==> src/design/frb_pkg.sv <==
// Constants, types and register map of the flash read buffer block.
// Assumes one 25 MHz core clock and a synchronous active-high reset.
package frb_pkg;
  localparam int NBUF = 6;
  // Register offsets on the plain register port.
  localparam logic [3:0] REG_ACR  = 4'h0;
  localparam logic [3:0] REG_SR   = 4'h4;
  localparam logic [3:0] REG_PCTL = 4'h8;
  // Field positions.
  localparam int ACR_NOBUF = 0;
  localparam int ACR_PFEN  = 1;
  localparam int ACR_PREN  = 2;
  localparam int SR_BUSY   = 0;
  localparam int SR_EOP    = 1;
  localparam int PCTL_MULT = 0;
  // Reset values.
  localparam logic [2:0] ACR_RST  = 3'h0;
  localparam logic       PCTL_RST = 1'h0;
  // Address step of a speculative read and program stall length.
  localparam logic [31:0] WORD_STEP = 32'h0000_0004;
  localparam logic [1:0]  STALL_CYC = 2'h3;
  // Age value that stands for an empty entry.
  localparam logic [1:0] AGE_NONE = 2'h3;
  localparam logic [1:0] AGE_NEW  = 2'h0;
  // Groups and fixed entry roles.
  localparam logic [2:0] GRP_JMP = 3'h0;
  localparam logic [2:0] GRP_PF  = 3'h1;
  localparam logic [2:0] GRP_LF  = 3'h2;
  localparam logic [2:0] GRP_LD  = 3'h3;
  localparam logic [2:0] GRP_PR  = 3'h4;
  localparam logic [2:0] IDX_PF  = 3'h2;
  localparam logic [2:0] IDX_LF  = 3'h3;
  localparam logic [2:0] IDX_LD  = 3'h4;
  localparam logic [2:0] IDX_PR  = 3'h5;

  typedef struct packed {
    logic [28:0] tag;
    logic [63:0] data;
  } frb_line_t;

  typedef struct packed {
    logic [31:0] addr;
    logic        fetch;
  } frb_rreq_t;

  typedef enum logic [4:0] {
    ST_IDLE   = 5'h01,
    ST_MRD    = 5'h02,
    ST_SPEC   = 5'h04,
    ST_PSTALL = 5'h08,
    ST_PROG   = 5'h10
  } frb_st_t;
endpackage

==> src/design/frb_top.sv <==
// Read buffers, speculative reads and single-word program start of a flash interface.
// Assumes the array and the master share core_clk; the master keeps one request open.
module frb_top (
  // Clock and reset.
  input  wire logic               core_clk,
  input  wire logic               sys_rst,
  // Register port.
  input  wire logic [3:0]         reg_addr,
  input  wire logic [31:0]        reg_wdata,
  input  wire logic               reg_wr,
  input  wire logic               reg_rd,
  output logic      [31:0]        reg_rdata_ff,
  // Master reads.
  input  wire logic               mst_rd,
  input  frb_pkg::frb_rreq_t      mst_req,
  output logic                    mst_rvalid_ff,
  output logic      [31:0]        mst_rdata_ff,
  // Master program writes.
  input  wire logic               mst_wr,
  input  wire logic [31:0]        mst_waddr,
  input  wire logic [31:0]        mst_wdata,
  output logic                    mst_wdone_ff,
  // Array side.
  output logic                    arr_rd_ff,
  output logic                    arr_pg_ff,
  output logic      [31:0]        arr_addr_ff,
  output logic      [31:0]        arr_wdata_ff,
  input  wire logic               arr_ack,
  input  wire logic [63:0]        arr_rdata,
  input  wire logic               arr_pg_done
);
  frb_pkg::frb_st_t   st_ff;
  frb_pkg::frb_line_t line_ff [frb_pkg::NBUF];
  logic [1:0]         age_ff  [frb_pkg::NBUF];
  logic [2:0]         grp     [frb_pkg::NBUF];
  logic [frb_pkg::NBUF-1:0] vld_ff;
  logic [frb_pkg::NBUF-1:0] hit_vec;
  logic [frb_pkg::NBUF-1:0] pg_match;
  logic [2:0]         acr_ff;
  logic               mult_ff;
  logic               op_mult_ff;
  logic               eop_ff;
  logic               pend_rd_ff;
  frb_pkg::frb_rreq_t pend_ff;
  logic               pend_wr_ff;
  logic [31:0]        pw_addr_ff;
  logic [31:0]        pw_data_ff;
  logic               pf_arm_ff;
  logic               pr_arm_ff;
  logic [31:0]        pf_addr_ff;
  logic [31:0]        pr_addr_ff;
  logic               spec_fetch_ff;
  logic [1:0]         cnt_ff;
  logic               nobuf;
  logic               pfen;
  logic               pren;
  logic               hit_any;
  logic [2:0]         hit_idx;
  logic [2:0]         vic_idx;
  logic [2:0]         fill_grp;
  logic [1:0]         vic_age;
  logic               vic_free;
  logic               serve_hit;
  logic               cp_en;
  logic [2:0]         cp_dst;
  logic               fill_en;
  logic               tch_en;
  logic [2:0]         tch_idx;
  logic [1:0]         tch_old;
  logic               abort;
  logic               inval_all;
  logic               pg_fin;
  logic               launch_pf;
  logic               launch_pr;
  logic               mrd_done;
  logic               age_clash;

  assign nobuf = acr_ff[frb_pkg::ACR_NOBUF];
  assign pfen  = acr_ff[frb_pkg::ACR_PFEN] && !nobuf;
  assign pren  = acr_ff[frb_pkg::ACR_PREN] && !nobuf;
  assign pg_fin = (st_ff == frb_pkg::ST_PROG) && arr_pg_done;
  assign inval_all = pg_fin && op_mult_ff;

  // Role of each entry under the current configuration.
  always_comb begin
    grp[0] = frb_pkg::GRP_JMP;
    grp[1] = frb_pkg::GRP_JMP;
    grp[2] = pfen ? frb_pkg::GRP_PF : frb_pkg::GRP_JMP;
    grp[3] = frb_pkg::GRP_LF;
    grp[4] = frb_pkg::GRP_LD;
    grp[5] = pren ? frb_pkg::GRP_PR : frb_pkg::GRP_LD;
  end

  // Lookup over all six entries, whatever the group or read kind.
  always_comb begin
    hit_any = 1'b0;
    hit_idx = 3'h0;
    for (int i = frb_pkg::NBUF - 1; i >= 0; i--) begin
      hit_vec[i]  = vld_ff[i] && !nobuf && (line_ff[i].tag == pend_ff.addr[31:3]);
      pg_match[i] = vld_ff[i] && (line_ff[i].tag == arr_addr_ff[31:3]);
      if (hit_vec[i]) begin
        hit_any = 1'b1;
        hit_idx = 3'(i);
      end
    end
  end

  // Victim: first empty entry of the group, else its oldest.
  always_comb begin
    if (st_ff == frb_pkg::ST_SPEC) begin
      fill_grp = spec_fetch_ff ? frb_pkg::GRP_PF : frb_pkg::GRP_PR;
    end else begin
      fill_grp = pend_ff.fetch ? frb_pkg::GRP_JMP : frb_pkg::GRP_LD;
    end
    vic_idx  = 3'h0;
    vic_age  = frb_pkg::AGE_NEW;
    vic_free = 1'b0;
    for (int i = 0; i < frb_pkg::NBUF; i++) begin
      if (grp[i] == fill_grp && !vic_free) begin
        if (!vld_ff[i]) begin
          vic_idx  = 3'(i);
          vic_free = 1'b1;
        end else if (age_ff[i] >= vic_age) begin
          vic_idx = 3'(i);
          vic_age = age_ff[i];
        end
      end
    end
  end

  assign serve_hit = (st_ff == frb_pkg::ST_IDLE) && pend_rd_ff && !pend_wr_ff && hit_any;
  assign cp_en = serve_hit && ((hit_idx == frb_pkg::IDX_PF && pfen && pend_ff.fetch)
               || (hit_idx == frb_pkg::IDX_PR && pren && !pend_ff.fetch));
  assign cp_dst = (hit_idx == frb_pkg::IDX_PF) ? frb_pkg::IDX_LF : frb_pkg::IDX_LD;
  assign mrd_done = (st_ff == frb_pkg::ST_MRD) && arr_ack;
  assign fill_en = (mrd_done || (st_ff == frb_pkg::ST_SPEC && arr_ack)) && !nobuf;
  assign tch_en  = serve_hit || fill_en;
  assign tch_idx = fill_en ? vic_idx : (cp_en ? cp_dst : hit_idx);
  assign tch_old = vld_ff[tch_idx] ? age_ff[tch_idx] : frb_pkg::AGE_NONE;
  assign abort = (st_ff == frb_pkg::ST_SPEC) && !arr_ack && (pend_wr_ff
               || (pend_rd_ff && pend_ff.addr[31:3] != arr_addr_ff[31:3]));
  assign launch_pf = (st_ff == frb_pkg::ST_IDLE) && !pend_rd_ff && !pend_wr_ff
                   && pf_arm_ff && pfen;
  assign launch_pr = (st_ff == frb_pkg::ST_IDLE) && !pend_rd_ff && !pend_wr_ff
                   && !(pf_arm_ff && pfen) && pr_arm_ff && pren;

  // Entry contents, 64 bits wide.
  always_ff @(posedge core_clk) begin
    if (fill_en) begin
      line_ff[vic_idx] <= '{tag: arr_addr_ff[31:3], data: arr_rdata};
    end else if (cp_en) begin
      line_ff[cp_dst] <= line_ff[hit_idx];
    end
  end

  // Valid bits.
  always_ff @(posedge core_clk) begin
    if (sys_rst || inval_all || (reg_wr && reg_addr == frb_pkg::REG_ACR)) begin
      vld_ff <= '0;
    end else if (pg_fin) begin
      vld_ff <= vld_ff & ~pg_match;
    end else if (fill_en) begin
      if (mrd_done && pfen && pend_ff.fetch) begin
        vld_ff[frb_pkg::IDX_PF] <= 1'b0;
      end
      vld_ff[vic_idx] <= 1'b1;
    end else if (cp_en) begin
      vld_ff[cp_dst]  <= 1'b1;
      vld_ff[hit_idx] <= 1'b0;
    end else if (serve_hit && pfen && pend_ff.fetch && hit_idx != frb_pkg::IDX_PF) begin
      vld_ff[frb_pkg::IDX_PF] <= 1'b0;
    end
  end

  // Age histories, one per entry, ordered within its group.
  generate
    for (genvar g = 0; g < frb_pkg::NBUF; g++) begin : g_age
      always_ff @(posedge core_clk) begin
        if (sys_rst) begin
          age_ff[g] <= frb_pkg::AGE_NONE;
        end else if (tch_en && tch_idx == 3'(g)) begin
          age_ff[g] <= frb_pkg::AGE_NEW;
        end else if (tch_en && vld_ff[g] && grp[g] == grp[tch_idx] && age_ff[g] < tch_old) begin
          age_ff[g] <= age_ff[g] + 2'h1;
        end
      end
    end
  endgenerate

  // Software registers.
  always_ff @(posedge core_clk) begin
    if (sys_rst) begin
      acr_ff  <= frb_pkg::ACR_RST;
      mult_ff <= frb_pkg::PCTL_RST;
      eop_ff  <= 1'b0;
    end else begin
      if (reg_wr && reg_addr == frb_pkg::REG_ACR) begin
        acr_ff <= reg_wdata[2:0];
      end
      if (reg_wr && reg_addr == frb_pkg::REG_PCTL) begin
        mult_ff <= reg_wdata[frb_pkg::PCTL_MULT];
      end
      if (pg_fin) begin
        eop_ff <= 1'b1;
      end else if (reg_wr && reg_addr == frb_pkg::REG_SR && reg_wdata[frb_pkg::SR_EOP]) begin
        eop_ff <= 1'b0;
      end
    end
  end

  always_ff @(posedge core_clk) begin
    if (sys_rst || !reg_rd) begin
      reg_rdata_ff <= '0;
    end else begin
      unique case (reg_addr)
        frb_pkg::REG_ACR:  reg_rdata_ff <= {29'h0, acr_ff};
        frb_pkg::REG_SR:   reg_rdata_ff <= {30'h0, eop_ff,
                                            st_ff == frb_pkg::ST_PROG || st_ff == frb_pkg::ST_PSTALL};
        frb_pkg::REG_PCTL: reg_rdata_ff <= {31'h0, mult_ff};
        default:           reg_rdata_ff <= '0;
      endcase
    end
  end

  // Pending master requests.
  always_ff @(posedge core_clk) begin
    if (sys_rst) begin
      pend_rd_ff <= 1'b0;
      pend_ff    <= '0;
    end else if (mst_rd) begin
      pend_rd_ff <= 1'b1;
      pend_ff    <= mst_req;
    end else if (serve_hit || mrd_done) begin
      pend_rd_ff <= 1'b0;
    end
  end

  always_ff @(posedge core_clk) begin
    if (sys_rst) begin
      pend_wr_ff <= 1'b0;
      pw_addr_ff <= '0;
      pw_data_ff <= '0;
    end else if (mst_wr) begin
      pend_wr_ff <= 1'b1;
      pw_addr_ff <= mst_waddr;
      pw_data_ff <= mst_wdata;
    end else if (st_ff == frb_pkg::ST_IDLE) begin
      pend_wr_ff <= 1'b0;
    end
  end

  // Lookahead arming.
  always_ff @(posedge core_clk) begin
    if (sys_rst) begin
      pf_arm_ff  <= 1'b0;
      pr_arm_ff  <= 1'b0;
      pf_addr_ff <= '0;
      pr_addr_ff <= '0;
    end else begin
      if ((serve_hit || mrd_done) && pend_ff.fetch) begin
        pf_arm_ff  <= pfen;
        pf_addr_ff <= {pend_ff.addr[31:2], 2'h0} + frb_pkg::WORD_STEP;
      end else if (launch_pf) begin
        pf_arm_ff <= 1'b0;
      end
      if ((serve_hit || mrd_done) && !pend_ff.fetch) begin
        pr_arm_ff  <= pren;
        pr_addr_ff <= {pend_ff.addr[31:2], 2'h0} + frb_pkg::WORD_STEP;
      end else if (launch_pr) begin
        pr_arm_ff <= 1'b0;
      end
    end
  end

  // Sequencer toward the array and the master.
  always_ff @(posedge core_clk) begin
    if (sys_rst) begin
      st_ff         <= frb_pkg::ST_IDLE;
      arr_rd_ff     <= 1'b0;
      arr_pg_ff     <= 1'b0;
      arr_addr_ff   <= '0;
      arr_wdata_ff  <= '0;
      mst_rvalid_ff <= 1'b0;
      mst_rdata_ff  <= '0;
      mst_wdone_ff  <= 1'b0;
      spec_fetch_ff <= 1'b0;
      cnt_ff        <= '0;
      op_mult_ff    <= 1'b0;
    end else begin
      mst_rvalid_ff <= 1'b0;
      mst_wdone_ff  <= 1'b0;
      unique case (st_ff)
        frb_pkg::ST_IDLE: begin
          if (pend_wr_ff) begin
            st_ff  <= frb_pkg::ST_PSTALL;
            cnt_ff <= '0;
          end else if (serve_hit) begin
            mst_rvalid_ff <= 1'b1;
            mst_rdata_ff  <= pend_ff.addr[2] ? line_ff[hit_idx].data[63:32]
                                             : line_ff[hit_idx].data[31:0];
          end else if (pend_rd_ff) begin
            st_ff       <= frb_pkg::ST_MRD;
            arr_rd_ff   <= 1'b1;
            arr_addr_ff <= pend_ff.addr;
          end else if (launch_pf || launch_pr) begin
            st_ff         <= frb_pkg::ST_SPEC;
            arr_rd_ff     <= 1'b1;
            spec_fetch_ff <= launch_pf;
            arr_addr_ff   <= launch_pf ? pf_addr_ff : pr_addr_ff;
          end
        end
        frb_pkg::ST_MRD: begin
          if (arr_ack) begin
            st_ff         <= frb_pkg::ST_IDLE;
            arr_rd_ff     <= 1'b0;
            mst_rvalid_ff <= 1'b1;
            mst_rdata_ff  <= arr_addr_ff[2] ? arr_rdata[63:32] : arr_rdata[31:0];
          end
        end
        frb_pkg::ST_SPEC: begin
          if (arr_ack || abort) begin
            st_ff     <= frb_pkg::ST_IDLE;
            arr_rd_ff <= 1'b0;
          end
        end
        frb_pkg::ST_PSTALL: begin
          cnt_ff <= cnt_ff + 2'h1;
          if (cnt_ff == frb_pkg::STALL_CYC - 2'h1) begin
            st_ff        <= frb_pkg::ST_PROG;
            arr_pg_ff    <= 1'b1;
            arr_addr_ff  <= pw_addr_ff;
            arr_wdata_ff <= pw_data_ff;
            mst_wdone_ff <= 1'b1;
            op_mult_ff   <= mult_ff;
          end
        end
        frb_pkg::ST_PROG: begin
          if (arr_pg_done) begin
            st_ff     <= frb_pkg::ST_IDLE;
            arr_pg_ff <= 1'b0;
          end
        end
      endcase
    end
  end

  // Helper flag for the age checks.
  always_comb begin
    age_clash = 1'b0;
    for (int i = 0; i < frb_pkg::NBUF; i++) begin
      for (int j = i + 1; j < frb_pkg::NBUF; j++) begin
        if (vld_ff[i] && vld_ff[j] && grp[i] == grp[j] && age_ff[i] == age_ff[j]) begin
          age_clash = 1'b1;
        end
      end
    end
  end
endmodule

==> config.mk <==
export PLATFORM = sky130hd
export DESIGN_NAME = frb_top
export DESIGN_NICKNAME = d
export VERILOG_FILES = /design/src/design/frb_pkg.sv /design/src/design/frb_top.sv
export SDC_FILE = /design/constraint.sdc
export NUM_CORES = 2
export LEC_CHECK = 0
export ABC_AREA = 1
export BUFFER_PORTS_ARGS = -buffer_cell sky130_fd_sc_hd__buf_2
export CELL_PAD_IN_SITES_DETAIL_PLACEMENT = 1
export CELL_PAD_IN_SITES_GLOBAL_PLACEMENT = 2
export CORE_UTILIZATION = 40
export CTS_BUF_LIST = sky130_fd_sc_hd__clkbuf_4
export CTS_CLUSTER_DIAMETER = 80
export DETAILED_ROUTE_END_ITERATION = 7
export PLACE_DENSITY_LB_ADDON = 0.1
export SLEW_MARGIN = 20
export SYNTH_ARGS = -nofsm -noshare
export SYNTH_HDL_FRONTEND = slang
export SYNTH_SLANG_ARGS = --single-unit
==> constraint.sdc <==
create_clock -name core_clk -period 13.1 [get_ports core_clk]
set_clock_uncertainty 0.1 [all_clocks]
set_input_delay 2.62 -clock core_clk [delete_from_list [all_inputs] [get_ports core_clk]]
set_output_delay 2.62 -clock core_clk [all_outputs]
set_load 0.03 [all_outputs]
==> reports/results.ini <==
[critical_path]
r2r_end=line_ff[1][67]$_DFFE_PP_
reg2reg_depth=21
slowest_delay_ps=1000
reg2reg_from=pend_ff[11]$_SDFFE_PP0P_
crit_required_ps=13920
start_kind=register
cp_common_cell=nand2_1
worst-r2r-setup-slack_ps=5170
criticalPathCategory=reg -> reg
worstPathArrival_ps=8750
endpoint_kind=register
slowest_stage=dfxtp_1
critPathMaxFanout=115
crit_path_cell_trace=inv_2 > nand2_1 > nand2_1 > nor2_1 > nand2_1 > nor2_1 > nand2_1 > nor2_1 > nand2_1 > nand2_1 > nand2_1 > nand2_1 > nand2_8 > clkinv_2 > nand2_2 > inv_6 > buf_12 > nand2_1 > o21ai_0 > nor4_1 > a21oi_2

[logic_synthesis]
avgSynthCellArea_um2=9.196
async_reset_ff_share_pct=0
syn_inst=5437
synth_cell_types=72
yosys_warnings=0
synth.ff_latch_count=1040
synth-edff-count=756
ys.flop_type=edfxtp_1
ys_seq_area_share_pct=56.78
syn_area_um2=50000

[drt]
avgViaCountPerCell=5.788
vias=45560
drt_first_pass_iters=8
wl_per_cell_um=29.75
ant_nets=0
wl_mm=234.2
drc_errors=52
drt_iter0_markers=4186

[floorplan]
rows=129
ios=337
core_um2=123800
die_w_um=355.5
die_y_um=355.5
design.die.area_um2=126400
start_util_pct=40.39

[cts]
cts-root-buf=clkbuf_4
post_cts_buffers=0
cts_sinks=1040
cts.htree.levels=5
cts_tree=built
post_cts_resized=0
cts-buffers-inserted=304
postCtsHoldBufs=0
clk_pin_slew_ps=70
worstSkewPairLatency_ps=1310
clock_path_buffers=4

[min_path]
holdCritStartpoint=arr_rd_ff$_SDFFE_PP0P_
whs_endpoint=arr_rd_ff$_SDFFE_PP0P_
hold_depth=2
hp-class=reg -> reg

[pwr]
p_per_area_nw_per_um2=150.1
p_leak_nw=22.90
power.total_mw=8.616
peakVddDrop_mv=0.09708

[placement]
post_dp_cell_area_um2=53780
dp.final_hpwl_mm=156.0
port_buffers=278
gp_congestion=1.112

[sta]
drv_slew=0
min_period_ps=7930
hold_viol=0
rsz0062_at_grt=false
setup_tns_ps=0
setup_viol=0
worstMarginPinSlew_ps=1290
post-route-period-util_pct=60.54
fmax_mhz=126.1
holdWs_ps=349.1
max-slew-margin-rel_pct=13.99

[outcome]
violations=DRC
outcome=complete, but fails checks

[finish]
stdcell_area_um2=57410
syn_to_final_growth_pct=14.82
drive_gt1_share_pct=16.06
final_cell_mix=nand2_1 (1214), edfxtp_1 (756), nor2_1 (549)
nNetsFinal=6239
final_common_cell=nand2_1

[global_route]
grtUsageTotal_pct=36.52
grt_max_degree=116
antenna_found_initial=26
globalRoute.totalOverflow=0
grt_first_pass_wirelength_mm=328.0
grt_pass1_vias=45550

[flow_run]
max-cap-violations=0

where the power goes:
part           internal, mW  switching (mW)  leakage (nW)
combinational         0.393            1.29          11.4
clock                  1.54            1.44          2.17
sequential             3.81           0.138          9.31
total                  5.74            2.87          22.9
layer usage:
metal	part of all wire, %	up-vias	GRT usage [%]
li1	-	20070	-
met5	0.045	-	0
met4	6.7	12	22.22
met3	8.3	683	8.748
met1	39	22710	44.87
met2	46	2090	58.08
cell usage after synthesis (4+ instances only):
master,number,share of area [%]
a211oi_1,16,0.24
buf_1,30,0.23
nor4_1,59,0.74
inv_2,45,0.34
a221oi_1,27,0.47
a22oi_1,149,2.2
clkbuf_1,210,1.6
a2111oi_0,12,0.21
ha_1,13,0.33
xor2_1,98,1.7
a21oi_1,283,2.8
a21oi_2,5,0.088
buf_4,50,0.75
buf_2,36,0.36
and2_1,13,0.16
nor2_4,9,0.20
nand3_1,159,1.6
or2_2,7,0.088
nor2_1,556,4.2
nor3_2,7,0.14
buf_6,6,0.14
nand3b_1,15,0.23
inv_1,323,2.4
xnor2_1,55,0.96
o21ai_0,520,5.2
o22ai_1,82,1.0
edfxtp_1,756,45
nand2_1,1216,9.1
clkinv_1,6,0.045
o2111ai_1,4,0.070
nor4b_1,5,0.088
o211ai_1,65,0.98
a31oi_1,13,0.16
nor2_2,7,0.088
dfxtp_1,284,11
o21bai_1,11,0.17
nand4_1,135,1.7
nor3_1,33,0.33
mux2i_1,32,0.64
a22o_1,6,0.11
nand2_2,13,0.16
o21ai_1,17,0.17
cell families after synthesis:
logic type	share of synthesized area (%)
other	0.007500
flip-flops	56.78
XOR/XNOR	2.745
AO/OA/AOI/OAI	14.35
buffers and inverters	5.893
multiplexers	0.6406
adder cells (fa/ha/maj)	0.3253
AND/OR/NAND/NOR	19.26
cell type report:
class	count	area [um2]
antenna	20	50.05
fill	14520	66390
clock inverter	53	203.9
tap	1637	2048
clock buffer	447	3356
sequential	1040	28390
timing repair buffer	396	2302
inverter	377	1445
multi-input combinational	3902	19610
worst max-delay path by stage:
stage | startpoint | endpoint | cells after the start
floorplan | st_ff[0]$_SDFFE_PP1P_ | line_ff[4][0]$_DFFE_PP_ | 32
global placement | st_ff[0]$_SDFFE_PP1P_ | line_ff[0][71]$_DFFE_PP_ | 32
detailed placement | st_ff[0]$_SDFFE_PP1P_ | line_ff[0][72]$_DFFE_PP_ | 34
CTS | st_ff[0]$_SDFFE_PP1P_ | line_ff[0][69]$_DFFE_PP_ | 34
global route | st_ff[0]$_SDFFE_PP1P_ | line_ff[0][69]$_DFFE_PP_ | 35
finish | pend_ff[11]$_SDFFE_PP0P_ | line_ff[1][67]$_DFFE_PP_ | 21
critical path, delay by kind of cell (launching register included):
kind / cells / cell delay, ps
flops: 1 / 1000
buf+inv: 4 / 2320
compound gates: 2 / 1050
simple gates: 15 / 2980
flip-flops by register name, indices dropped and copies added, names as in the netlist, 6 cells and up:
register	flops
pw_data_ff	32
pw_addr_ff	32
pend_ff	33
arr_addr_ff	32
pr_addr_ff	30
line_ff	744
vld_ff	6
pf_addr_ff	30
arr_wdata_ff	32
mst_rdata_ff	32
age_ff	12
metrics by stage:
step	cells	setup slack, ps	util, %
floorplan	5651	1346	-
global placement	7351	5327	43.44
detailed placement	7351	5296	43.44
CTS	7851	5217	46.32
global route	7867	4646	46.36
finish	7872	5170	46.37
Note: power is estimated with default switching activity, not from simulation.
